==> src/verilog/supply_monitor_pkg.sv <==
// Package with register map, field layout and timing for the supply monitor
package supply_monitor_pkg;

    // ------------------------------------------------------------
    // Register byte addresses
    // ------------------------------------------------------------
    localparam logic [7:0] addr_control   = 8'h00;
    localparam logic [7:0] addr_status    = 8'h04;
    localparam logic [7:0] addr_irq_mask  = 8'h08;

    // ------------------------------------------------------------
    // Control register fields
    // ------------------------------------------------------------
    localparam int ctl_level_lsb  = 0;
    localparam int ctl_level_w    = 4;
    localparam int ctl_enable_bit = 4;
    localparam int ctl_refok_bit  = 5;
    localparam int ctl_bgok_bit   = 6;
    localparam int ctl_dir_bit    = 7;
    localparam logic [7:0] ctl_reset      = 8'h00;
    localparam logic [7:0] ctl_write_mask = 8'h9F;
    localparam logic [3:0] level_external = 4'hF;

    // ------------------------------------------------------------
    // Status and mask bits
    // ------------------------------------------------------------
    localparam int st_event_bit = 0;
    localparam int st_w         = 1;

    // ------------------------------------------------------------
    // Timing
    // ------------------------------------------------------------
    localparam int clock_mhz        = 250;
    localparam int settle_time_us   = 20;
    localparam int settle_cycles    = settle_time_us * clock_mhz;

    // AXI responses
    localparam logic [1:0] resp_okay   = 2'h0;
    localparam logic [1:0] resp_slverr = 2'h2;

endpackage : supply_monitor_pkg

==> src/verilog/pin_sync.sv <==
// Three-stage pin synchroniser with agreement filter
`timescale 1ns/1ns
module pin_sync #(
    parameter logic reset_value = 1'b0
) (
    input  wire logic aclk,
    input  wire logic aresetn,
    input  wire logic pin,
    output logic      level
);
    logic stage1;
    logic stage2;
    logic stage3;

    // ------------------------------------------------------------
    // Synchroniser chain
    // ------------------------------------------------------------
    // Stage one feeds only stage two
    always_ff @(posedge aclk) begin
        if (!aresetn) begin
            stage1 <= reset_value;
            stage2 <= reset_value;
            stage3 <= reset_value;
        end else begin
            stage1 <= pin;
            stage2 <= stage1;
            stage3 <= stage2;
        end
    end

    // Change counts once stages two and three agree
    always_ff @(posedge aclk) begin
        if (!aresetn) begin
            level <= reset_value;
        end else if (stage2 == stage3) begin
            level <= stage3;
        end
    end
endmodule : pin_sync

==> src/verilog/supply_monitor.sv <==
// Supply excursion detector control, flags and AXI4-Lite registers
//
// Design decisions made here: the address map and the AXI4-Lite register port.
`timescale 1ns/1ns

// Behaviour
// Comparator and divider powered only while monitor_enable is set
// reference_stable low until settled; no event flag before it is high
// Direction clear detects falling supply, set detects rising supply
// Four-bit trip_level_select picks one of sixteen trip points
// Code all ones routes external_trip_input to the comparator
// Trip in selected direction sets sticky supply_event_flag
// Software needs both interrupt enables for a vectored interrupt
// Software sets level, direction, enable, clears stale flag, then irq
// Software disables before changing direction or trip level
// bandgap_stable read-only at bit 6; writes to status bits ignored
// Detector keeps working in sleep; trip sets flag and wakes device
// Reset returns control register to reset value, detector off
// Settling counter starts on enable rise, clears with enable
// Trip result synchronised and edge-qualified, one flag per crossing
module supply_monitor
    import supply_monitor_pkg::*;
#(
    parameter int settle_count = settle_cycles
) (
    input  wire logic        aclk,
    input  wire logic        aresetn,
    // AXI4-Lite write address
    input  wire logic [7:0]  s_axi_awaddr,
    input  wire logic        s_axi_awvalid,
    output logic             s_axi_awready,
    // AXI4-Lite write data
    input  wire logic [31:0] s_axi_wdata,
    input  wire logic [3:0]  s_axi_wstrb,
    input  wire logic        s_axi_wvalid,
    output logic             s_axi_wready,
    // AXI4-Lite write response
    output logic [1:0]       s_axi_bresp,
    output logic             s_axi_bvalid,
    input  wire logic        s_axi_bready,
    // AXI4-Lite read address
    input  wire logic [7:0]  s_axi_araddr,
    input  wire logic        s_axi_arvalid,
    output logic             s_axi_arready,
    // AXI4-Lite read data
    output logic [31:0]      s_axi_rdata,
    output logic [1:0]       s_axi_rresp,
    output logic             s_axi_rvalid,
    input  wire logic        s_axi_rready,
    // Analog side
    input  wire logic        comparator_trip,
    input  wire logic        bandgap_ready,
    input  wire logic        external_trip_input,
    output logic             detector_power,
    output logic [3:0]       divider_tap,
    output logic             external_select,
    output logic             direction_select,
    // System side
    input  wire logic        sleep_mode,
    output logic             wake_request,
    output logic             irq
);
    import supply_monitor_pkg::*;

    // ------------------------------------------------------------
    // Declarations
    // ------------------------------------------------------------
    typedef enum logic [2:0] {
        settle_off     = 3'b001,
        settle_waiting = 3'b010,
        settle_done    = 3'b100
    } settle_state_type;

    settle_state_type settle_state;
    settle_state_type next_settle_state;

    logic [7:0]  control;
    logic [31:0] settle_counter;
    logic        reference_stable;
    logic        bandgap_stable;
    logic        trip_sync;
    logic        trip_prev;
    logic        trip_rise;
    logic        ext_level;
    logic [st_w-1:0] status;
    logic [st_w-1:0] irq_mask;
    logic        enable_prev;

    logic        have_aw;
    logic        have_w;
    logic [7:0]  aw_addr;
    logic [31:0] w_data;
    logic [3:0]  w_strb;
    logic        write_fire;
    logic        ctl_write;
    logic        status_write;
    logic        addr_ok_w;

    logic        monitor_enable;
    logic [3:0]  trip_level_select;

    assign monitor_enable    = control[ctl_enable_bit];
    assign trip_level_select = control[ctl_level_lsb +: ctl_level_w];

    // ------------------------------------------------------------
    // Input synchronisers
    // ------------------------------------------------------------
    // Comparator result into core clock domain
    pin_sync #(.reset_value(1'b0)) trip_sync_inst (
        .aclk    (aclk),
        .aresetn (aresetn),
        .pin     (comparator_trip),
        .level   (trip_sync)
    );

    // Bandgap ready flag
    pin_sync #(.reset_value(1'b0)) bandgap_sync_inst (
        .aclk    (aclk),
        .aresetn (aresetn),
        .pin     (bandgap_ready),
        .level   (bandgap_stable)
    );

    // External trip pin, observed for status only
    pin_sync #(.reset_value(1'b0)) ext_sync_inst (
        .aclk    (aclk),
        .aresetn (aresetn),
        .pin     (external_trip_input),
        .level   (ext_level)
    );

    // ------------------------------------------------------------
    // Analog steering
    // ------------------------------------------------------------
    // Power, tap selection and direction towards comparator
    always_comb begin
        detector_power   = monitor_enable;
        divider_tap      = trip_level_select;
        external_select  = monitor_enable
                         && (trip_level_select == level_external);
        direction_select = control[ctl_dir_bit];
    end

    // ------------------------------------------------------------
    // Settling sequence
    // ------------------------------------------------------------
    // Enable edge tracker
    always_ff @(posedge aclk) begin
        if (!aresetn) begin
            enable_prev <= 1'b0;
        end else begin
            enable_prev <= monitor_enable;
        end
    end

    // Next settle state
    always_comb begin
        next_settle_state = settle_state;
        case (settle_state)
            settle_off: begin
                if (monitor_enable && !enable_prev) begin
                    next_settle_state = settle_waiting;
                end
            end
            settle_waiting: begin
                if (!monitor_enable) begin
                    next_settle_state = settle_off;
                end else if (settle_counter >= 32'(settle_count - 1)) begin
                    next_settle_state = settle_done;
                end
            end
            settle_done: begin
                if (!monitor_enable) begin
                    next_settle_state = settle_off;
                end
            end
            default: next_settle_state = settle_off;
        endcase
    end

    // Settle state register
    always_ff @(posedge aclk) begin
        if (!aresetn) begin
            settle_state <= settle_off;
        end else begin
            settle_state <= next_settle_state;
        end
    end

    // Settle counter, runs only while waiting
    always_ff @(posedge aclk) begin
        if (!aresetn || settle_state != settle_waiting) begin
            settle_counter <= 32'h0000_0000;
        end else begin
            settle_counter <= settle_counter + 32'h0000_0001;
        end
    end

    // Stable flag follows settle completion
    always_ff @(posedge aclk) begin
        if (!aresetn) begin
            reference_stable <= 1'b0;
        end else begin
            reference_stable <= (next_settle_state == settle_done);
        end
    end

    // ------------------------------------------------------------
    // Trip detection
    // ------------------------------------------------------------
    // Previous trip level for edge qualification
    always_ff @(posedge aclk) begin
        if (!aresetn) begin
            trip_prev <= 1'b0;
        end else begin
            trip_prev <= trip_sync;
        end
    end

    // Comparator reports crossing in selected direction as high level
    assign trip_rise = trip_sync && !trip_prev && monitor_enable
                     && reference_stable;

    // ------------------------------------------------------------
    // AXI4-Lite write path
    // ------------------------------------------------------------
    assign s_axi_awready = !have_aw && !s_axi_bvalid;
    assign s_axi_wready  = !have_w && !s_axi_bvalid;
    assign write_fire    = have_aw && have_w && !s_axi_bvalid;
    assign addr_ok_w     = (aw_addr == addr_control)
                         || (aw_addr == addr_status)
                         || (aw_addr == addr_irq_mask);
    assign ctl_write     = write_fire && (aw_addr == addr_control)
                         && w_strb[0];
    assign status_write  = write_fire && (aw_addr == addr_status)
                         && w_strb[0];

    // Capture write address
    always_ff @(posedge aclk) begin
        if (!aresetn) begin
            have_aw <= 1'b0;
            aw_addr <= 8'h00;
        end else if (s_axi_awvalid && s_axi_awready) begin
            have_aw <= 1'b1;
            aw_addr <= s_axi_awaddr;
        end else if (write_fire) begin
            have_aw <= 1'b0;
        end
    end

    // Capture write data
    always_ff @(posedge aclk) begin
        if (!aresetn) begin
            have_w <= 1'b0;
            w_data <= 32'h0000_0000;
            w_strb <= 4'h0;
        end else if (s_axi_wvalid && s_axi_wready) begin
            have_w <= 1'b1;
            w_data <= s_axi_wdata;
            w_strb <= s_axi_wstrb;
        end else if (write_fire) begin
            have_w <= 1'b0;
        end
    end

    // Write response
    always_ff @(posedge aclk) begin
        if (!aresetn) begin
            s_axi_bvalid <= 1'b0;
            s_axi_bresp  <= resp_okay;
        end else if (write_fire) begin
            s_axi_bvalid <= 1'b1;
            s_axi_bresp  <= addr_ok_w ? resp_okay : resp_slverr;
        end else if (s_axi_bready) begin
            s_axi_bvalid <= 1'b0;
        end
    end

    // ------------------------------------------------------------
    // Registers
    // ------------------------------------------------------------
    // Control register; read-only bits never stored
    always_ff @(posedge aclk) begin
        if (!aresetn) begin
            control <= ctl_reset;
        end else if (ctl_write) begin
            control <= w_data[7:0] & ctl_write_mask;
        end
    end

    // Interrupt mask register
    always_ff @(posedge aclk) begin
        if (!aresetn) begin
            irq_mask <= '0;
        end else if (write_fire && aw_addr == addr_irq_mask && w_strb[0]) begin
            irq_mask <= w_data[st_w-1:0];
        end
    end

    // Sticky event flag, set wins over write-one clear
    always_ff @(posedge aclk) begin
        if (!aresetn) begin
            status <= '0;
        end else if (trip_rise) begin
            status[st_event_bit] <= 1'b1;
        end else if (status_write && w_data[st_event_bit]) begin
            status[st_event_bit] <= 1'b0;
        end
    end

    // Interrupt level and wake request
    always_ff @(posedge aclk) begin
        if (!aresetn) begin
            irq          <= 1'b0;
            wake_request <= 1'b0;
        end else begin
            irq          <= |(status & irq_mask);
            wake_request <= sleep_mode && status[st_event_bit];
        end
    end

    // ------------------------------------------------------------
    // AXI4-Lite read path
    // ------------------------------------------------------------
    assign s_axi_arready = !s_axi_rvalid;

    // Read data register
    always_ff @(posedge aclk) begin
        if (!aresetn) begin
            s_axi_rvalid <= 1'b0;
            s_axi_rdata  <= 32'h0000_0000;
            s_axi_rresp  <= resp_okay;
        end else if (s_axi_arvalid && s_axi_arready) begin
            s_axi_rvalid <= 1'b1;
            s_axi_rresp  <= resp_okay;
            case (s_axi_araddr)
                addr_control: begin
                    s_axi_rdata <= {24'h000000, control[ctl_dir_bit],
                                    bandgap_stable, reference_stable,
                                    control[ctl_enable_bit:ctl_level_lsb]
                                   };
                end
                addr_status: begin
                    s_axi_rdata <= {30'h0000_0000, ext_level, status};
                end
                addr_irq_mask: begin
                    s_axi_rdata <= {31'h0000_0000, irq_mask};
                end
                default: begin
                    s_axi_rdata <= 32'h0000_0000;
                    s_axi_rresp <= resp_slverr;
                end
            endcase
        end else if (s_axi_rready) begin
            s_axi_rvalid <= 1'b0;
        end
    end
endmodule : supply_monitor

==> config.mk <==
export PLATFORM = sky130hd
export DESIGN_NAME = supply_monitor
export DESIGN_NICKNAME = d
export VERILOG_FILES = /design/src/verilog/supply_monitor_pkg.sv /design/src/verilog/pin_sync.sv /design/src/verilog/supply_monitor.sv
export SDC_FILE = /design/constraint.sdc
export NUM_CORES = 1
export LEC_CHECK = 0
export BUFFER_PORTS_ARGS = -buffer_cell sky130_fd_sc_hd__buf_2
export CAP_MARGIN = 20
export CORE_ASPECT_RATIO = 2
export CORE_MARGIN = 8
export CORE_UTILIZATION = 52
export DETAILED_ROUTE_END_ITERATION = 12
export PLACE_DENSITY = 0.76
export RECOVER_POWER = 100
export REMOVE_ABC_BUFFERS = 1
export SLEW_MARGIN = 20
export SYNTH_ARGS = -nofsm -noshare
export SYNTH_HDL_FRONTEND = slang
export SYNTH_SLANG_ARGS = --single-unit
==> constraint.sdc <==
create_clock -name aclk -period 2.3 [get_ports aclk]
set_input_delay 0.23 -clock aclk [delete_from_list [all_inputs] [get_ports aclk]]
set_output_delay 0.23 -clock aclk [all_outputs]
set_load 0.005 [all_outputs]
# Yosys cells after proc, flatten, opt, wreduce, memory -nomap -nowiden
# Cells that the tools add are included.
# word_totals
in_bits,63
word_cells,103
output_inout_bits,50
ff_bits,117
# classes
mux,17
n_addsub,1
n_reduce_logical,38
bitwise,1
eq_ne,13
order_cmp,1
# op_table
cell,count
$add A32 B1 Y32 const B,1
$ge A32 B13 Y1 const B,1
$pmux W8 S3,1
$logic_and A1 B1 Y1,20
$eq A8 B3 Y1 const B,2
$eq A8 B4 Y1 const B,2
$logic_not A8 Y1,2
$mux W3,4
$reduce_bool A2 Y1,5
$mux W1,9
$pmux W3 S3,1
$logic_not A1 Y1,7
$eq A3 B3 Y1 const B,2
$eq A4 B4 Y1 const B,1
$mux W2,2
$eq A1 B1 Y1,3
$eq A3 B1 Y1 const B,1
$eq A3 B2 Y1 const B,1
$logic_or A1 B1 Y1,3
$ne A3 B2 Y1 const B,1
$reduce_or A3 Y1,1
$and A1 B1 Y1,1

# Depth between registers and ports, before layout
# logic_depth
ltp_word,7
depth_mapped,6

# Cells and area by module
# Synthesis repeated with hierarchy kept, for this count alone.
# hier_totals
hier_cells,440
hier_area_um2,3935.0
# by_module_without_submodules
module,instances,area_each_um2,cells_per_inst,seq_area_each_um2
supply_monitor,1,3585.9,410,1541.5
pin_sync,3,116.4,10,80.1

# Least setup slack after synthesis
# No wires, ideal clock.
# synth_path
kind,register to register
startpoint,reg settle_counter[0]
endpoint,reg settle_counter[30]
slack_ns,0.407
required_time_ns,2.230
path_stages_with_launch,6
t_arrival_ns,1.822
path_buffers,0
cell_sequence,dfxtp_1 > ha_1 > nand3_1 > or4_4 > or4_1 > a21oi_1
# synth_between
elab_chain_cells,1
# synth_lines
item,line,text
start: declaration,supply_monitor.sv:78,logic [31:0] settle_counter;
start signal: assignment,supply_monitor.sv:195,settle_counter <= settle_counter + 32'h0000_0001;
$add A32 B1 Y32,supply_monitor.sv:195,
# No other way between the ends.
# A chain may end at the register's enable or synchronous reset.

# Final worst setup path
# layout_path
startpoint,reg settle_counter[0]
endpoint,reg settle_counter[31]
# Same word-level chain as after synthesis.

==> results.txt <==
- The layout has 723 filler cells.
- The H-tree was split into 3 levels.
- Summed over all layers, the routed wires come to 7750 µm.
- CP Launch Type: flop
- Final worst path period share: 0.931
- # setup viols final: 0
- Wire length of the first global-routing pass: 13,400 µm
- Share of the yosys chip area belonging to registers: 0.454
* TritonCTS Sinks: 89
- Global routing finished with a remaining overflow of 0.
- Number of distinct library cell variants in the gate-level netlist after synthesis: 48
* Primary flip-flop cell chosen by synthesis mapping: dfxtp_1
* Total inserted antenna cells: 0
* Worst reg-to-reg path cell count: 5
* Max-slew violation count: 0
- Worst path arrival time: 2.40 ns
* Initial core utilization: 0.528
- Classification of the worst-slack hold path: primary input to flop
- The later pin in the worst-skew pair is clocked with a latency of 0.34 ns.
- Layout Skew: 0.00452 ns
- Final-stage net count: 558
- Sort of element at the end of the critical path: flop
- In the final layout, the share of cells above drive strength 1 is 0.127.
- Vias: 3,111
- Num CTS Buffers: 9
- Rel. slew slack: 0.373
- For hold timing, the worst endpoint is bandgap_sync_inst.stage1.
* Largest net degree at the start of global routing: 60
* Synth Warn #: 0
- Height of the die: 139 µm
- Cell type contributing the most total cell area after synthesis: dfxtp_1
- Setup repair after global routing missed its margin: false
* Leakage Power: 1.61 nW
* Sum Neg Setup Slack: 0 ns
* Drc violations: 0
- Total power for the finished layout comes to 3.17 mW.
* Worst vdd ir: 559 µV
* Fraction of synthesized cell area taken by the top area cell type: 0.454
- Top cell types by occurrence after synthesis: 89 x dfxtp_1, 56 x nand2_1, 26 x buf_4
- Power spread over the standard cell area amounts to 715 nW/µm².
* Worst slew pin tran: 0.940 ns
* Post-Syn Instances: 437
- Leading cell types by total area after synthesis: dfxtp_1 45%, nand2_1 5.4%, buf_4 5.0%, mux2i_1 4.6%, a21boi_0 2.9%
- Area of the multi-input gates: 1900 µm²
* # IOs: 113
- Port buffer count: 57
* Ys async rst share: 0
- Yosys mapped a number of flops with a built-in enable equal to 0.
* Number of rows created at floorplan: 45
- Worst Path Max Fanout: 14
* Count of TritonRoute iterations in the first routing pass: 4
* Final non-filler cell area: 4430 µm²
* Critical path type: flop to flop
- The region available for standard cell placement spans 7430 µm².
* Post-synthesis instance area: 3920 µm²
* Buffer levels on the longest clock path: 2
- In the global route stage, overall resource usage came out at 0.148.
* Hold path depth: 2
* Number of maximum-capacitance constraint violations: 0
- Root Buffer Master: clkbuf_16
- Min-delay src: bandgap_ready
- HPWL Detailed: 5600 µm
- A synthesized cell averages 8.97 µm².
* Required arrival time at the worst endpoint: 2.56 ns
* Most used standard cell by instance count after synthesis: dfxtp_1
- In this run the horizontal extent of the chip is 77.4 µm.
- RD Place Congestion: 0.768
- Post-route antenna net violation count: 0
* DRC violation total after the first TritonRoute iteration: 179
- The startpoint identified for the worst register-to-register timing path is settle_counter[0].
- In this run, synthesis produced a sequential element count of 89.
- TritonCTS built the clock tree.
* Placed inst area: 4200 µm²
* Endpoint of the lowest-slack register-to-register path: settle_counter[31]
- WL per Instance: 13.1 µm
- Flop2flop setup slack: 0.16 ns
* Post-layout min period: 2.14 ns
- Once the clock tree was built, the resizer swapped 0 gates to a different size.
- Run status: complete, no violations
- Number of hold violations in the final report: 0
- Utilization of the core after routing: 0.596
- The via count of the first global-routing pass is 3,000.
- Post-CTS Hold Fix Bufs: 0
- The number of antenna violations at the first check in global routing is 0.
- Clock-pin slew was measured on the worst setup and hold paths at 0.06 ns.
- Post-DR vias/cell: 5.26
* Total area of sequential cells: 1780 µm²
* Peak clock frequency supported by timing: 467 MHz
- Growth of design area from synthesis to finish: 13.1%
* # Post-CTS Setup Buffers: 0
- Die outline area: 10,700 µm²
-- routing by layer --
metal	vias to the layer above	global-route usage	share of wire
met5	-	0	0
met4	0	0.0721	0.020
met3	12	0.0442	0.054
met2	71	0.241	0.48
met1	1421	0.170	0.45
li1	1607	-	-
-- worst max-delay path by stage --
| stage | startpoint | endpoint | slack [ns] |
|---|---|---|---|
| after global routing | settle_counter[2] | settle_counter[25] | 0.08 |
| after global placement | settle_counter[1] | settle_counter[30] | 0.27 |
| final | settle_counter[0] | settle_counter[31] | 0.16 |
| after floorplan | settle_counter[0] | settle_counter[30] | 0.34 |
| after detailed placement | settle_counter[1] | settle_counter[30] | 0.20 |
| after CTS | settle_counter[1] | settle_counter[30] | 0.19 |
-- cells by family (layout without fill, tap and decap cells) --
family	after synthesis	after routing	share of synthesized area
and+or+nand+nor	188	188	0.265
AOI/OAI and AO/OA	75	75	0.125
muxes	18	18	0.0459
buffers and inverters	54	89	0.0814
adders and majority gates	1	1	0.00319
DFF	89	89	0.454
xor gates and xnor gates	11	11	0.0246
other	1	26	0.000956
-- flip-flops by register name (all words and copies together), names as in the netlist, 3 cells and up --
register and cells:
s_axi_rdata 8, w_data 6, settle_state 3, aw_addr 8, control 6, settle_counter 32
-- metrics by stage --
| step | worst slack [ns] | hold WS (ns) | std cells |
|---|---|---|---|
| final | 0.159 | 0.0978 | 591 |
| after floorplan | 0.338 | 0.352 | 418 |
| after global placement | 0.268 | 0.415 | 577 |
| after global routing | 0.0754 | 0.0958 | 591 |
| after detailed placement | 0.204 | 0.425 | 577 |
| after CTS | 0.188 | 0.0908 | 591 |
-- worst max-delay path, cell delays in order, from the launching register on --
cell and delay, ns:
dfxtp_1 0.34, buf_4 0.13, nand4_1 0.26, or4_4 0.66, or4_1 0.50, a21oi_1 0.17
-- layout by cell type (no fill, tap or decap), types with 10 or more instances in the layout --
cell | netlist | final
o21ai_0 | 14 | 14
clkbuf_1 | 13 | 24
a21boi_0 | 15 | 15
nand2_1 | 56 | 56
inv_1 | 10 | 10
a21oi_1 | 19 | 19
o31ai_1 | 11 | 11
or4_1 | 11 | 11
nor2_1 | 23 | 23
nand3_1 | 14 | 14
dfxtp_1 | 89 | 89
mux2i_1 | 18 | 18
buf_2 | 2 | 37
nor4_1 | 11 | 11
nor2b_1 | 16 | 16
conb_1 | 1 | 26
-- final cells by class --
cell class | instances | share of cell area
Multi-Input combinational cell | 319 | 0.428
Sequential cell | 89 | 0.402
Timing Repair Buffer | 65 | 0.0683
Clock buffer | 10 | 0.0539
Tap cell | 94 | 0.0265
Clock inverter | 4 | 0.0124
Inverter | 10 | 0.00847
-- power by group --
part	internal [mW]	leakage, nW	switching, mW
Clock	0.861	0.141	0.563
Sequential	1.57	0.722	0.0214
Combinational	0.0657	0.748	0.0829
No activity file was read; power rests on OpenSTA's default activity.
